`src/ips_map.vh`:
```
/*
 * constants for the input protection sequencer: timing figures, derived cycle
 * counts and the soft-start staircase shape.
 * assumes a 250 MHz mclk and comparator inputs that are already digital levels.
 */
`ifndef IPS_MAP_VH
`define IPS_MAP_VH

`define IPS_CLK_MHZ 250
// times in microseconds
`define IPS_STEP_TIME_US 625
`define IPS_SHORT_CHECK_TIME_US 5000
`define IPS_SHORT_RECOVERY_TIME_US 100000
`define IPS_POWER_GOOD_DEGLITCH_TIME_US 8000
`define IPS_OV_RECOVERY_TIME_US 8000
`define IPS_BAT_OV_DEGLITCH_TIME_US 200
`define IPS_SOFT_STOP_STEP_TIME_US 10
// cycle counts
`define IPS_STEP_CYC (`IPS_STEP_TIME_US * `IPS_CLK_MHZ)
`define IPS_SHORT_CHECK_CYC (`IPS_SHORT_CHECK_TIME_US * `IPS_CLK_MHZ)
`define IPS_SHORT_RECOVERY_CYC (`IPS_SHORT_RECOVERY_TIME_US * `IPS_CLK_MHZ)
`define IPS_POWER_GOOD_DEGLITCH_CYC (`IPS_POWER_GOOD_DEGLITCH_TIME_US * `IPS_CLK_MHZ)
`define IPS_OV_RECOVERY_CYC (`IPS_OV_RECOVERY_TIME_US * `IPS_CLK_MHZ)
`define IPS_BAT_OV_DEGLITCH_CYC (`IPS_BAT_OV_DEGLITCH_TIME_US * `IPS_CLK_MHZ)
`define IPS_SOFT_STOP_STEP_CYC (`IPS_SOFT_STOP_STEP_TIME_US * `IPS_CLK_MHZ)
// staircase
`define IPS_NUM_STEPS 8
`define IPS_LIMIT_W 4

`endif

```
`src/ips_sequencer.v`:
```
/*
 * control sequencer of the input protection switch: start-up, soft-start
 * staircase, start-up short-circuit check and retry, soft-stop and the fault
 * output. assumes comparators arrive as asynchronous levels, one mclk.
 */
`timescale 1ns/1ps
`include "ips_map.vh"
module ips_sequencer #(
    parameter STEP_CYC = `IPS_STEP_CYC,
    parameter SHORT_CHECK_CYC = `IPS_SHORT_CHECK_CYC,
    parameter SHORT_RECOVERY_CYC = `IPS_SHORT_RECOVERY_CYC,
    parameter POWER_GOOD_DEGLITCH_CYC = `IPS_POWER_GOOD_DEGLITCH_CYC,
    parameter OV_RECOVERY_CYC = `IPS_OV_RECOVERY_CYC,
    parameter BAT_OV_DEGLITCH_CYC = `IPS_BAT_OV_DEGLITCH_CYC,
    parameter SOFT_STOP_STEP_CYC = `IPS_SOFT_STOP_STEP_CYC,
    parameter LIMIT_W = `IPS_LIMIT_W
)(
    // clock and reset
    input wire mclk,
    input wire rstn,
    // comparator inputs, asynchronous levels
    input wire undervoltage_lockout,
    input wire input_overvoltage,
    input wire battery_overvoltage,
    input wire over_temperature,
    input wire overcurrent,
    // host enable, active low
    input wire chip_enable_n,
    // pass switch control
    output reg pass_on_q,
    output reg [LIMIT_W-1:0] current_limit_q,
    output reg current_monitor_en_q,
    output reg [LIMIT_W-1:0] gate_drive_q,
    // open-drain fault, oe low means driving low
    output reg fault_n_out_q,
    output reg fault_n_oe_n_q
);
    localparam CW = 32;
    localparam [2:0] ST_OFF = 3'd0;
    localparam [2:0] ST_PGOOD = 3'd1;
    localparam [2:0] ST_SSTART = 3'd2;
    localparam [2:0] ST_CHECK = 3'd3;
    localparam [2:0] ST_SSTOP = 3'd4;
    localparam [2:0] ST_RECOVER = 3'd5;
    localparam [2:0] ST_NORMAL = 3'd6;
    localparam [2:0] ST_FAULT = 3'd7;
    localparam [LIMIT_W-1:0] FULL = `IPS_NUM_STEPS;

    // ----------------------------------------
    // input conditioning
    // ----------------------------------------
    wire undervoltage_lockout_s;
    wire iov_s;
    wire bov_s;
    wire ot_s;
    wire oc_s;
    wire ce_n_s;
    ips_sync_filter #(.CYCLES(1), .CW(CW), .RESET_VAL(1'b1)) u_undervoltage_lockout (
        .mclk(mclk), .rstn(rstn), .raw_in(undervoltage_lockout), .level_q(undervoltage_lockout_s));
    ips_sync_filter #(.CYCLES(1), .CW(CW), .RESET_VAL(1'b0)) u_iov (
        .mclk(mclk), .rstn(rstn), .raw_in(input_overvoltage), .level_q(iov_s));
    // battery ov must persist for its deglitch before it counts
    ips_sync_filter #(.CYCLES(BAT_OV_DEGLITCH_CYC), .CW(CW), .RESET_VAL(1'b0)) u_bov (
        .mclk(mclk), .rstn(rstn), .raw_in(battery_overvoltage), .level_q(bov_s));
    ips_sync_filter #(.CYCLES(1), .CW(CW), .RESET_VAL(1'b0)) u_ot (
        .mclk(mclk), .rstn(rstn), .raw_in(over_temperature), .level_q(ot_s));
    ips_sync_filter #(.CYCLES(1), .CW(CW), .RESET_VAL(1'b0)) u_oc (
        .mclk(mclk), .rstn(rstn), .raw_in(overcurrent), .level_q(oc_s));
    ips_sync_filter #(.CYCLES(1), .CW(CW), .RESET_VAL(1'b1)) u_ce (
        .mclk(mclk), .rstn(rstn), .raw_in(chip_enable_n), .level_q(ce_n_s));

    // ----------------------------------------
    // state and timers
    // ----------------------------------------
    reg [2:0] st_q;
    reg [2:0] st_d;
    reg [CW-1:0] tmr_q;
    reg [CW-1:0] tmr_d;
    reg short_q;
    reg short_d;
    reg ov_wait_q;
    reg ov_wait_d;
    reg [LIMIT_W-1:0] lim_d;
    reg [LIMIT_W-1:0] gate_d;
    reg mon_d;

    // voltage and thermal causes; a lone battery ov soft-stops, except in the short recovery state, where it faults
    wire hard_fault = iov_s | bov_s | ot_s;
    wire disabled = undervoltage_lockout_s | ce_n_s;

    function expired;
        input [CW-1:0] t;
        input [CW-1:0] lim;
        begin
            expired = (t >= lim - 1);
        end
    endfunction

    always @*
    begin
        st_d = st_q;
        tmr_d = tmr_q + 1'b1;
        short_d = short_q;
        ov_wait_d = ov_wait_q;
        lim_d = current_limit_q;
        gate_d = gate_drive_q;
        mon_d = current_monitor_en_q;
        if (disabled)
        begin
            // lockout or host disable wipes every fault memory
            st_d = ST_OFF;
            short_d = 1'b0;
            ov_wait_d = 1'b0;
            lim_d = {LIMIT_W{1'b0}};
            gate_d = {LIMIT_W{1'b0}};
            mon_d = 1'b0;
        end
        else if (hard_fault && st_q != ST_FAULT && st_q != ST_OFF && st_q != ST_PGOOD &&
                 !(st_q == ST_SSTOP && !iov_s && !ot_s))
        begin
            if (!iov_s && !ot_s && st_q != ST_RECOVER)
            begin
                // battery ov ramps the gate down; monitor is left alone until the ramp ends
                st_d = ST_SSTOP;
                tmr_d = {CW{1'b0}};
            end
            else
            begin
                st_d = ST_FAULT;
                tmr_d = {CW{1'b0}};
                ov_wait_d = iov_s;
                lim_d = {LIMIT_W{1'b0}};
                gate_d = {LIMIT_W{1'b0}};
                mon_d = 1'b0;
            end
        end
        else
        begin
            case (st_q)
                ST_OFF:
                begin
                    st_d = ST_PGOOD;
                    tmr_d = {CW{1'b0}};
                end
                ST_PGOOD:
                begin
                    if (hard_fault)
                        tmr_d = {CW{1'b0}};
                    else if (expired(tmr_q, POWER_GOOD_DEGLITCH_CYC))
                    begin
                        st_d = ST_SSTART;
                        ov_wait_d = 1'b0;
                        tmr_d = {CW{1'b0}};
                        lim_d = {{(LIMIT_W-1){1'b0}}, 1'b1};
                        gate_d = {{(LIMIT_W-1){1'b0}}, 1'b1};
                        mon_d = 1'b1;
                    end
                end
                ST_SSTART:
                begin
                    if (expired(tmr_q, STEP_CYC))
                    begin
                        tmr_d = {CW{1'b0}};
                        if (current_limit_q == FULL)
                        begin
                            // staircase done: sample load current
                            if (oc_s)
                                st_d = ST_CHECK;
                            else
                            begin
                                st_d = ST_NORMAL;
                                mon_d = 1'b0;
                            end
                        end
                        else
                        begin
                            lim_d = current_limit_q + 1'b1;
                            gate_d = current_limit_q + 1'b1;
                        end
                    end
                end
                ST_CHECK:
                begin
                    if (!oc_s)
                    begin
                        st_d = ST_NORMAL;
                        mon_d = 1'b0;
                    end
                    else if (expired(tmr_q, SHORT_CHECK_CYC))
                    begin
                        st_d = ST_SSTOP;
                        short_d = 1'b1;
                        tmr_d = {CW{1'b0}};
                    end
                end
                ST_SSTOP:
                begin
                    // gradual gate ramp-down limits input spikes from cable inductance
                    if (gate_drive_q == {LIMIT_W{1'b0}})
                    begin
                        st_d = short_q ? ST_RECOVER : ST_FAULT;
                        tmr_d = {CW{1'b0}};
                        lim_d = {LIMIT_W{1'b0}};
                        mon_d = 1'b0;
                    end
                    else if (expired(tmr_q, SOFT_STOP_STEP_CYC))
                    begin
                        gate_d = gate_drive_q - 1'b1;
                        tmr_d = {CW{1'b0}};
                    end
                end
                ST_RECOVER:
                begin
                    if (expired(tmr_q, SHORT_RECOVERY_CYC))
                    begin
                        st_d = ST_SSTART;
                        short_d = 1'b0;
                        tmr_d = {CW{1'b0}};
                        lim_d = {{(LIMIT_W-1){1'b0}}, 1'b1};
                        gate_d = {{(LIMIT_W-1){1'b0}}, 1'b1};
                        mon_d = 1'b1;
                    end
                end
                ST_NORMAL:
                begin
                    gate_d = FULL;
                    lim_d = FULL;
                end
                ST_FAULT:
                begin
                    if (hard_fault)
                        tmr_d = {CW{1'b0}};
                    else if (!ov_wait_q || expired(tmr_q, OV_RECOVERY_CYC))
                    begin
                        st_d = ST_SSTART;
                        ov_wait_d = 1'b0;
                        tmr_d = {CW{1'b0}};
                        lim_d = {{(LIMIT_W-1){1'b0}}, 1'b1};
                        gate_d = {{(LIMIT_W-1){1'b0}}, 1'b1};
                        mon_d = 1'b1;
                    end
                end
                default:
                    st_d = ST_OFF;
            endcase
        end
        if (iov_s && !disabled)
            ov_wait_d = 1'b1;
    end

    // ----------------------------------------
    // registers and outputs
    // ----------------------------------------
    wire on_d = (st_d == ST_SSTART) || (st_d == ST_CHECK) ||
                (st_d == ST_SSTOP) || (st_d == ST_NORMAL);
    // fault only while enabled and above lockout; ov is off one cycle before fault
    wire fault_d = !disabled && (short_d || (st_q == ST_FAULT && hard_fault) ||
                   (bov_s && (st_d == ST_SSTOP || st_d == ST_FAULT)) ||
                   (st_q == ST_FAULT && st_d == ST_FAULT));

    always @(posedge mclk or negedge rstn)
    begin
        if (!rstn)
        begin
            st_q <= ST_OFF;
            tmr_q <= {CW{1'b0}};
            short_q <= 1'b0;
            ov_wait_q <= 1'b0;
            pass_on_q <= 1'b0;
            current_limit_q <= {LIMIT_W{1'b0}};
            gate_drive_q <= {LIMIT_W{1'b0}};
            current_monitor_en_q <= 1'b0;
            fault_n_out_q <= 1'b0;
            fault_n_oe_n_q <= 1'b1;
        end
        else
        begin
            st_q <= st_d;
            tmr_q <= tmr_d;
            short_q <= short_d;
            ov_wait_q <= ov_wait_d;
            pass_on_q <= on_d && !disabled && (!hard_fault || st_d == ST_SSTOP);
            current_limit_q <= lim_d;
            gate_drive_q <= gate_d;
            current_monitor_en_q <= mon_d;
            fault_n_out_q <= 1'b0;
            fault_n_oe_n_q <= !fault_d;
        end
    end
endmodule // ips_sequencer

```
`src/ips_sync_filter.v`:
```
/*
 * two-flop synchroniser followed by a deglitch counter: the output follows the
 * input only after it has been stable for the given number of cycles.
 * assumes an asynchronous comparator level on its input.
 */
`timescale 1ns/1ps
module ips_sync_filter #(
    parameter CYCLES = 1,
    parameter CW = 32,
    parameter RESET_VAL = 1'b0
)(
    // clock and reset
    input wire mclk,
    input wire rstn,
    // level in and out
    input wire raw_in,
    output reg level_q
);
    reg meta_q;
    reg sync_q;
    reg [CW-1:0] cnt_q;

    always @(posedge mclk or negedge rstn)
    begin
        if (!rstn)
        begin
            meta_q <= RESET_VAL;
            sync_q <= RESET_VAL;
            level_q <= RESET_VAL;
            cnt_q <= {CW{1'b0}};
        end
        else
        begin
            meta_q <= raw_in;
            sync_q <= meta_q;
            if (sync_q == level_q)
                cnt_q <= {CW{1'b0}};
            else if (cnt_q >= CYCLES[CW-1:0] - 1'b1)
            begin
                level_q <= sync_q;
                cnt_q <= {CW{1'b0}};
            end
            else
                cnt_q <= cnt_q + 1'b1;
        end
    end
endmodule // ips_sync_filter

```
`config.mk`:
```
export PLATFORM = sky130hd
export DESIGN_NAME = ips_sequencer
export DESIGN_NICKNAME = d
export VERILOG_FILES = /design/src/ips_sequencer.v /design/src/ips_sync_filter.v
export VERILOG_INCLUDE_DIRS = /design/src /design/src/src
export SDC_FILE = /design/constraint.sdc
export NUM_CORES = 1
export LEC_CHECK = 0
export BUFFER_PORTS_ARGS = -buffer_cell sky130_fd_sc_hd__buf_2
export CAP_MARGIN = 0
export CORE_UTILIZATION = 50
export DETAILED_ROUTE_END_ITERATION = 7
export GPL_ROUTABILITY_DRIVEN = 1
export PLACE_DENSITY = 0.69
export SYNTH_ARGS = -nofsm -noshare
export SYNTH_HDL_FRONTEND = slang
export SYNTH_HIERARCHICAL = 1
export SYNTH_SLANG_ARGS = --single-unit
```
`constraint.sdc`:
```
create_clock -name mclk -period 2.9 [get_ports mclk]
set_clock_uncertainty 0.05 [all_clocks]
set_input_delay 0.58 -clock mclk [delete_from_list [all_inputs] [get_ports mclk]]
set_output_delay 0.58 -clock mclk [all_outputs]
set_load 0.02 [all_outputs]
```
==> impl_results.md, run 1 <==
* Highest net fanout along the worst path at 3
* Worst-margin pin slew at 0.506 ns
* Placeable core area at 0.00982 mm²
* Most used standard cells in the synthesized netlist: sky130_fd_sc_hd__dfrtp_1 (91), sky130_fd_sc_hd__nor2_1 (68), sky130_fd_sc_hd__nand2_1 (36), sky130_fd_sc_hd__xnor2_1 (28), sky130_fd_sc_hd__nand3_1 (23)
* Die Outline Area at 0.0106 mm²
* Horizontal die dimension at 103 µm
* Largest stage delay on the critical path at 0.55 ns
* Diodes inserted at 0
* Global-route wire length before repair at 17.7 mm
* GR Layer Usage met3 at 5.15%
* Overall overflow remaining after global route at 0
* Critical path, cell by cell: nor4_4 -> nand3_2 -> a2111oi_4 -> a211oi_1 -> or4_4 -> o21ai_2 -> mux2_4 -> nor2_1 -> o31ai_2
* Top_reg_cell synth: sky130_fd_sc_hd__dfrtp_1
* Crit path required time at 3.15 ns
* Library cell used as clock root buffer: sky130_fd_sc_hd__clkbuf_8
* Number of cells in the design after placement at 677
* Fraction of the yosys area taken by sequential cells at 48.3%
* Achievable clock frequency at 370 MHz
* Total power per unit cell area at 458 mW/mm²
* Number of buffers inserted by hold repair at cts at 0
* Class of the most critical setup path: reg2reg
* Pin count of the biggest net entering global routing at 70
* Unrepaired setup endpoints after global routing: no
* Number of global-route vias before repair at 3,733
* Aggregate global-route resource usage at 21.6%
* Slowest cell on crit path: sky130_fd_sc_hd__or4_4
* Most crowded layer after global routing: met2
* Initial detailed-routing violation count at 175
* Number of pins exceeding their max-slew limit in the final report at 0
* Number of distinct library cells after synthesis at 76
* Port buffer count at 18
* Clock-pin slew reported for the worst setup and hold paths after clock tree synthesis at 0.10 ns
* Sw power at 692 µW
* Met2 demand-to-capacity share in global routing at 36.1%
* Sequential cell fraction of total power at 56.2%
* Number of violations of the max-capacitance limit at 0
* Antenna violations before repair at 0
* Placement Rows at 36
* Worst min path class: in2async
* Overall die height at 103 µm
* Clock period minus final worst setup slack at 2.70 ns
* Final Non-Filler Cells at 694
* Detailed-route vias per instance at 5.58
* Most area-hungry cell type in the Yosys netlist: sky130_fd_sc_hd__dfrtp_1
* Inserted Clock Buffers at 9
* # IOs at 20
* Share of final-layout standard cells stronger than drive strength 1 at 17.3%
* Clk network pwr share at 36.8%
* Outcome: completed
* Number of vias after detailed routing at 3,875
* CP Capture Type: register
* Fraction of power consumed by combinational cells at 7.0%
* Average detailed-routed wire length per instance at 14.8 µm
* Share of total power consumed by net switching at 26.5%
* Top-count cell post-synth: sky130_fd_sc_hd__dfrtp_1
* Core utilization of the finished layout at 58.0%
* Half-perimeter wire length after placement at 7.37 mm
* Flip-flop and latch count after synthesis at 98
* Total wirelength of the detailed-routed design at 10.3 mm
* Area Overhead vs Synth at 11.7%
* Maximum buffer depth of the clock tree at 2
* Antenna violation net count after detailed routing at 0
* Maximum VDD drop at 0.000354 V
* Detailed-route DRC error count at 0
* Cell types occupying the most area after synthesis: sky130_fd_sc_hd__dfrtp_1 (45%), sky130_fd_sc_hd__nor2_1 (5.0%), sky130_fd_sc_hd__xnor2_1 (4.8%)
* P_leak at 0.00242 µW
* Iteration count of the initial detailed-routing pass at 4
* Finish-stage setup viols at 0
* Fill cells at 877
* Tcrit/Tclk final at 93.3%
* Buf+Inv Stages, Crit Path at 0
* Setup_tns at 0 ns
* Number of flops mapped to enable cells by yosys at 0
* Cell internal pwr at 1920 µW
* Met1 track utilization from global routing at 27.9%
* Layout net count at 572
* Syn Inst Count at 516
* Clock tree from TritonCTS: built
* Synth Warn # at 6
* GPL Wtd Cong at 0.930
* Mean instance size in the synthesized netlist at 9.88 µm²
* Clk_lat worst skew at 0.38 ns
* Proportion of netlist area held by the largest area contributor at 44.7%
* Kind of cell adding the most delay to the critical path: simple AND/OR/NAND/NOR gates
* Async set-or-reset flop fraction in the synthesized netlist at 100%
* CTS H-tree lvls at 3
* Relative slew margins at 66.2%
* Number of clock sinks at 98
* Post-Synthesis Cell Area at 0.00510 mm²
* Total count of hold-check failures in the final report at 0
* Initial core utilization at 51.9%
* Critical path launch point type: register
* Data arrival time of the critical path at 2.95 ns
==> through the flow <==
step           instance area (µm²)  power (µW)  hold slack, ns  setup slack [ns]
2_1_floorplan                 5150        1600           0.234             0.244
3_3_place_gp                  5460        1670           0.283             0.142
3_5_place_dp                  5460        1670           0.285             0.113
4_1_cts                       5680        2640          0.0791            0.0839
5_1_grt                       5700        2730          0.0797           0.00886
6_report                      5700        2610          0.0610             0.195
==> registers in the layout, indices dropped and copies added, names as in the netlist, 3 cells and up <==
register and count:
current_limit_q 4, gate_drive_q 4, st_q 3, tmr_q 32, u_bov/cnt_q 32
==> cells by family after synthesis <==
family	synth area share, %
AOI/OAI and AO/OA	11.8
xor gates and xnor gates	8.07
adders and majority gates	1.96
buffers and inverters	4.07
DFF	48.3
muxes	0.736
other	0.147
and+or+nand+nor	25.0
==> area by class of cell <==
cell class	count	area, µm²	share of cell area (%)
Clock inverter	7	90.1	1.58
Clock buffer	9	124	2.17
Multi-Input combinational cell	388	2500	43.9
Inverter	19	71.3	1.25
Sequential cell	98	2460	43.2
Tap cell	133	166	2.92
Timing Repair Buffer	40	283	4.96
==> layout by cell type (no fill, tap or decap), drive strengths merged, types with 7 or more instances in the layout <==
master / count
dfstp: 7
clkbuf: 9
nand2: 36
and2: 7
conb: 17
nand4: 12
buf: 40
o211ai: 7
nor4: 15
xnor2: 28
dfrtp: 91
a21oi: 17
nor2: 78
ha: 8
inv: 24
xor2: 19
o21ai: 17
and3: 11
nor3: 16
nand3: 24
==> final timing paths <==
path | start | end | slack, ns | depth (start not counted)
min in group mclk | undervoltage_lockout | u_undervoltage_lockout/meta_q | 0.24 | 1
max | tmr_q[29] | fault_n_oe_n_q | 0.20 | 9
min | rstn | tmr_q[29] | 0.06 | 1
max in group asynchronous | rstn | fault_n_oe_n_q | 2.00 | 2
max reg2reg | tmr_q[29] | fault_n_oe_n_q | 0.20 | 9
min reg2reg | u_oc/meta_q | u_oc/sync_q | 0.31 | 0
==> routing by layer <==
| metal | wire length (µm) | share of wire (%) |
|---|---|---|
| met1 | 4880 | 47 |
| met2 | 4930 | 48 |
| met3 | 328 | 3.2 |
| met4 | 169 | 1.6 |
| met5 | 0 | 0 |
==> power groups by stage <==
stage          clock network [µW]  registers [µW]  logic, µW
5_1_grt                      1040            1470        214
3_3_place_gp                    0            1490        178
2_1_floorplan                   0            1480        111
3_5_place_dp                    0            1490        181
4_1_cts                       993            1470        183
6_report                      961            1470        182
==> what timing repair did <==
| action | 4_1_cts | 5_1_grt |
|---|---|---|
| setup endpoints to repair | 0 | 37 |
| setup buffers | 0 | 1 |
| gates resized for setup | 0 | 6 |
(Power assumes the default switching activity.)
==> run 2: changes to the inputs <==
- ABC_AREA: default -> 1
- CORE_UTILIZATION: 50 -> 56
- PLACE_DENSITY: 0.69 -> 0.73
- clock period: 2.9 -> 2.87 ns (I/O delays scaled with it)
==> impl_results.md, run 2 <==
* Final hold slack at 0.0567 ns
* Iteration count of the initial detailed-routing pass at 5
* Post-cts gate resize count at 0
* Outcome: completed
* Fill cells at 811
* Most frequent standard cell in the layout excluding fill and tap cells: sky130_fd_sc_hd__nand2_1
* Mean instance size in the synthesized netlist at 8.14 µm²
* Compound-cell area share of the yosys netlist at 8.02%
* Synth Warn # at 6
* Initial detailed-routing violation count at 178
* Unrepaired setup endpoints after global routing: no
* Library cell used as clock root buffer: sky130_fd_sc_hd__clkbuf_8
* Placement Rows at 35
* Worst-margin pin slew at 0.507 ns
* Number of global-route vias before repair at 4,067
* Clock tree from TritonCTS: built
* Post-Synthesis Cell Area at 0.00540 mm²
* Highest net fanout along the worst path at 16
* Most used cells in the layout excluding fill and tap cells: sky130_fd_sc_hd__nand2_1 (140), sky130_fd_sc_hd__nor2_1 (94), sky130_fd_sc_hd__dfrtp_1 (91), sky130_fd_sc_hd__inv_1 (63), sky130_fd_sc_hd__nand3_1 (51)
* Detailed-route DRC error count at 0
* Inserted Clock Buffers at 9
* Clock-pin slew reported for the worst setup and hold paths after clock tree synthesis at 0.09 ns
* Area Overhead vs Synth at 8.85%
* Number of vias after detailed routing at 4,269
* Most area-hungry cell type in the Yosys netlist: sky130_fd_sc_hd__dfrtp_1
* CP Capture Type: register
* Core utilization of the finished layout at 63.3%
* Die Outline Area at 0.0100 mm²
* Class of the most critical setup path: reg2reg
* Number of violations of the max-capacitance limit at 0
* Horizontal die dimension at 100 µm
* Adder and majority cell fraction of the synthesized area at 1.85%
* GPL Wtd Cong at 0.900
* Number of buffers added for setup after CTS at 0
* Tcrit/Tclk final at 87.8%
* Average detailed-routed wire length per instance at 12.4 µm
* Async set-or-reset flop fraction in the synthesized netlist at 100%
* Finish-stage setup viols at 0
* Flip-flop and latch count after synthesis at 98
* Maximum buffer depth of the clock tree at 2
* Portion of netlist area occupied by mux cells at 0%
* Data arrival time of the critical path at 2.72 ns
* Detailed-route vias per instance at 5.13
* Clk_lat worst skew at 0.37 ns
* Initial core utilization at 58.1%
* Total count of hold-check failures in the final report at 0
* Registers with the highest flip-flop counts: tmr_q: 32 flops, u_bov/cnt_q: 32 flops
* Top_reg_cell synth: sky130_fd_sc_hd__dfrtp_1
* Fraction of synthesized cell area in xor and xnor cells at 6.00%
* Fraction of the yosys area taken by sequential cells at 45.6%
* Overall die height at 100 µm
* Number of buffers inserted by hold repair at cts at 0
* Setup_tns at 0 ns
* Number of flops mapped to enable cells by yosys at 0
* Number of distinct library cells after synthesis at 47
* Layout net count at 714
* Number of pins exceeding their max-slew limit in the final report at 0
* Synthesized-area fraction occupied by and/or/nand/nor cells at 31.5%
* Aggregate global-route resource usage at 23.2%
* Pin count of the biggest net entering global routing at 71
* Diodes inserted at 0
* Overall overflow remaining after global route at 0
* Half-perimeter wire length after placement at 7.69 mm
* Placeable core area at 0.00928 mm²
* Critical path launch point type: register
* Total power per unit cell area at 448 mW/mm²
* Total power after layout at 2630 µW
* Maximum VDD drop at 0.000402 V
* Crit path required time at 3.07 ns
* Top-count cell post-synth: sky130_fd_sc_hd__nand2_1
* # IOs at 20
* Syn Inst Count at 663
* Antenna violation net count after detailed routing at 0
* P_leak at 0.00270 µW
* Number of clock sinks at 98
* Worst min path class: in2async
* Share of final-layout standard cells stronger than drive strength 1 at 14.5%
* Clock period minus final worst setup slack at 2.52 ns
* Relative slew margins at 66.1%
* Main combinational cell family by area after synthesis: simple AND/OR/NAND/NOR gates
* Proportion of netlist area held by the largest area contributor at 42.2%
* Global-route wire length before repair at 18.4 mm
* Most used standard cells in the synthesized netlist: sky130_fd_sc_hd__nand2_1 (140), sky130_fd_sc_hd__nor2_1 (95), sky130_fd_sc_hd__dfrtp_1 (91), sky130_fd_sc_hd__inv_1 (63), sky130_fd_sc_hd__nand3_1 (51)
* Cell types occupying the most area after synthesis: sky130_fd_sc_hd__dfrtp_1 (42%), sky130_fd_sc_hd__nand2_1 (9.7%), sky130_fd_sc_hd__nor2_1 (6.6%)
* Antenna violations before repair at 0
* CTS H-tree lvls at 3
* Total wirelength of the detailed-routed design at 10.3 mm
* Port buffer count at 18
* Achievable clock frequency at 397 MHz
## run 2: area by class of cell
type                       count  area (µm²)  share of cell area [%]
multi-input combinational    491        2620                    44.7
sequential                    98        2460                    41.9
inverter                      74         280                    4.77
tap                          129         161                    2.75
timing repair buffer          24         150                    2.56
clock buffer                  10         128                    2.17
clock inverter                 6        71.3                    1.21
## run 2: logic make-up (layout without fill, tap and decap cells)
logic type / count (synthesis) / count (layout)
other: 2 / 17
buffers and inverters: 89 / 114
adder cells (fa/ha/maj): 8 / 8
flip-flops: 98 / 98
XOR/XNOR: 37 / 37
AND/OR/NAND/NOR: 355 / 355
AO/OA/AOI/OAI: 74 / 74
## run 2: power breakdown
part	internal (µW)	switching [µW]
Clock	412	485
Combinational	83.5	162
Sequential	1440	46.6
Total	1940	694
## run 2: per-stage QoR
stage / instance area, µm² / setup WS [ns] / cells
detailed placement: 5680 / 0.381 / 816
global route: 5880 / 0.0195 / 832
floorplan: 5450 / 0.847 / 678
CTS: 5880 / 0.354 / 832
global placement: 5680 / 0.491 / 816
finish: 5880 / 0.350 / 832
## run 2: final timing paths
path                                from               to  slack, ns  depth (start not counted)
max in group asynchronous           rstn  u_bov/cnt_q[12]       2.06                          2
min                                 rstn         tmr_q[9]       0.06                          1
min in group mclk          chip_enable_n      u_ce/meta_q       0.24                          1
min reg2reg                 u_iov/sync_q    u_iov/level_q       0.30                          0
max                             tmr_q[0]        tmr_q[25]       0.35                         15
max reg2reg                     tmr_q[0]        tmr_q[25]       0.35                         15
## run 2: per-layer routing
metal	GRT usage [%]	up-vias	wire (µm)
met5	0	-	0
met2	37.6	89	4910
met3	6.34	16	422
li1	-	2176	-
met4	7.36	0	173
met1	30.4	1988	4800
## run 2: worst max-delay path: stages, from the launching register on
cell	delay, ns
sky130_fd_sc_hd__dfrtp_1	0.42
sky130_fd_sc_hd__ha_1	0.22
sky130_fd_sc_hd__nand2_1	0.09
sky130_fd_sc_hd__nor2_2	0.13
sky130_fd_sc_hd__nand2_1	0.09
sky130_fd_sc_hd__nand2_1	0.08
sky130_fd_sc_hd__nand2_1	0.05
sky130_fd_sc_hd__nand2_1	0.05
sky130_fd_sc_hd__nand2_1	0.07
sky130_fd_sc_hd__nand3_1	0.09
sky130_fd_sc_hd__nand2_1	0.12
sky130_fd_sc_hd__a31oi_1	0.16
sky130_fd_sc_hd__o2111ai_1	0.13
sky130_fd_sc_hd__nand2_2	0.31
sky130_fd_sc_hd__buf_4	0.24
sky130_fd_sc_hd__a21oi_1	0.08
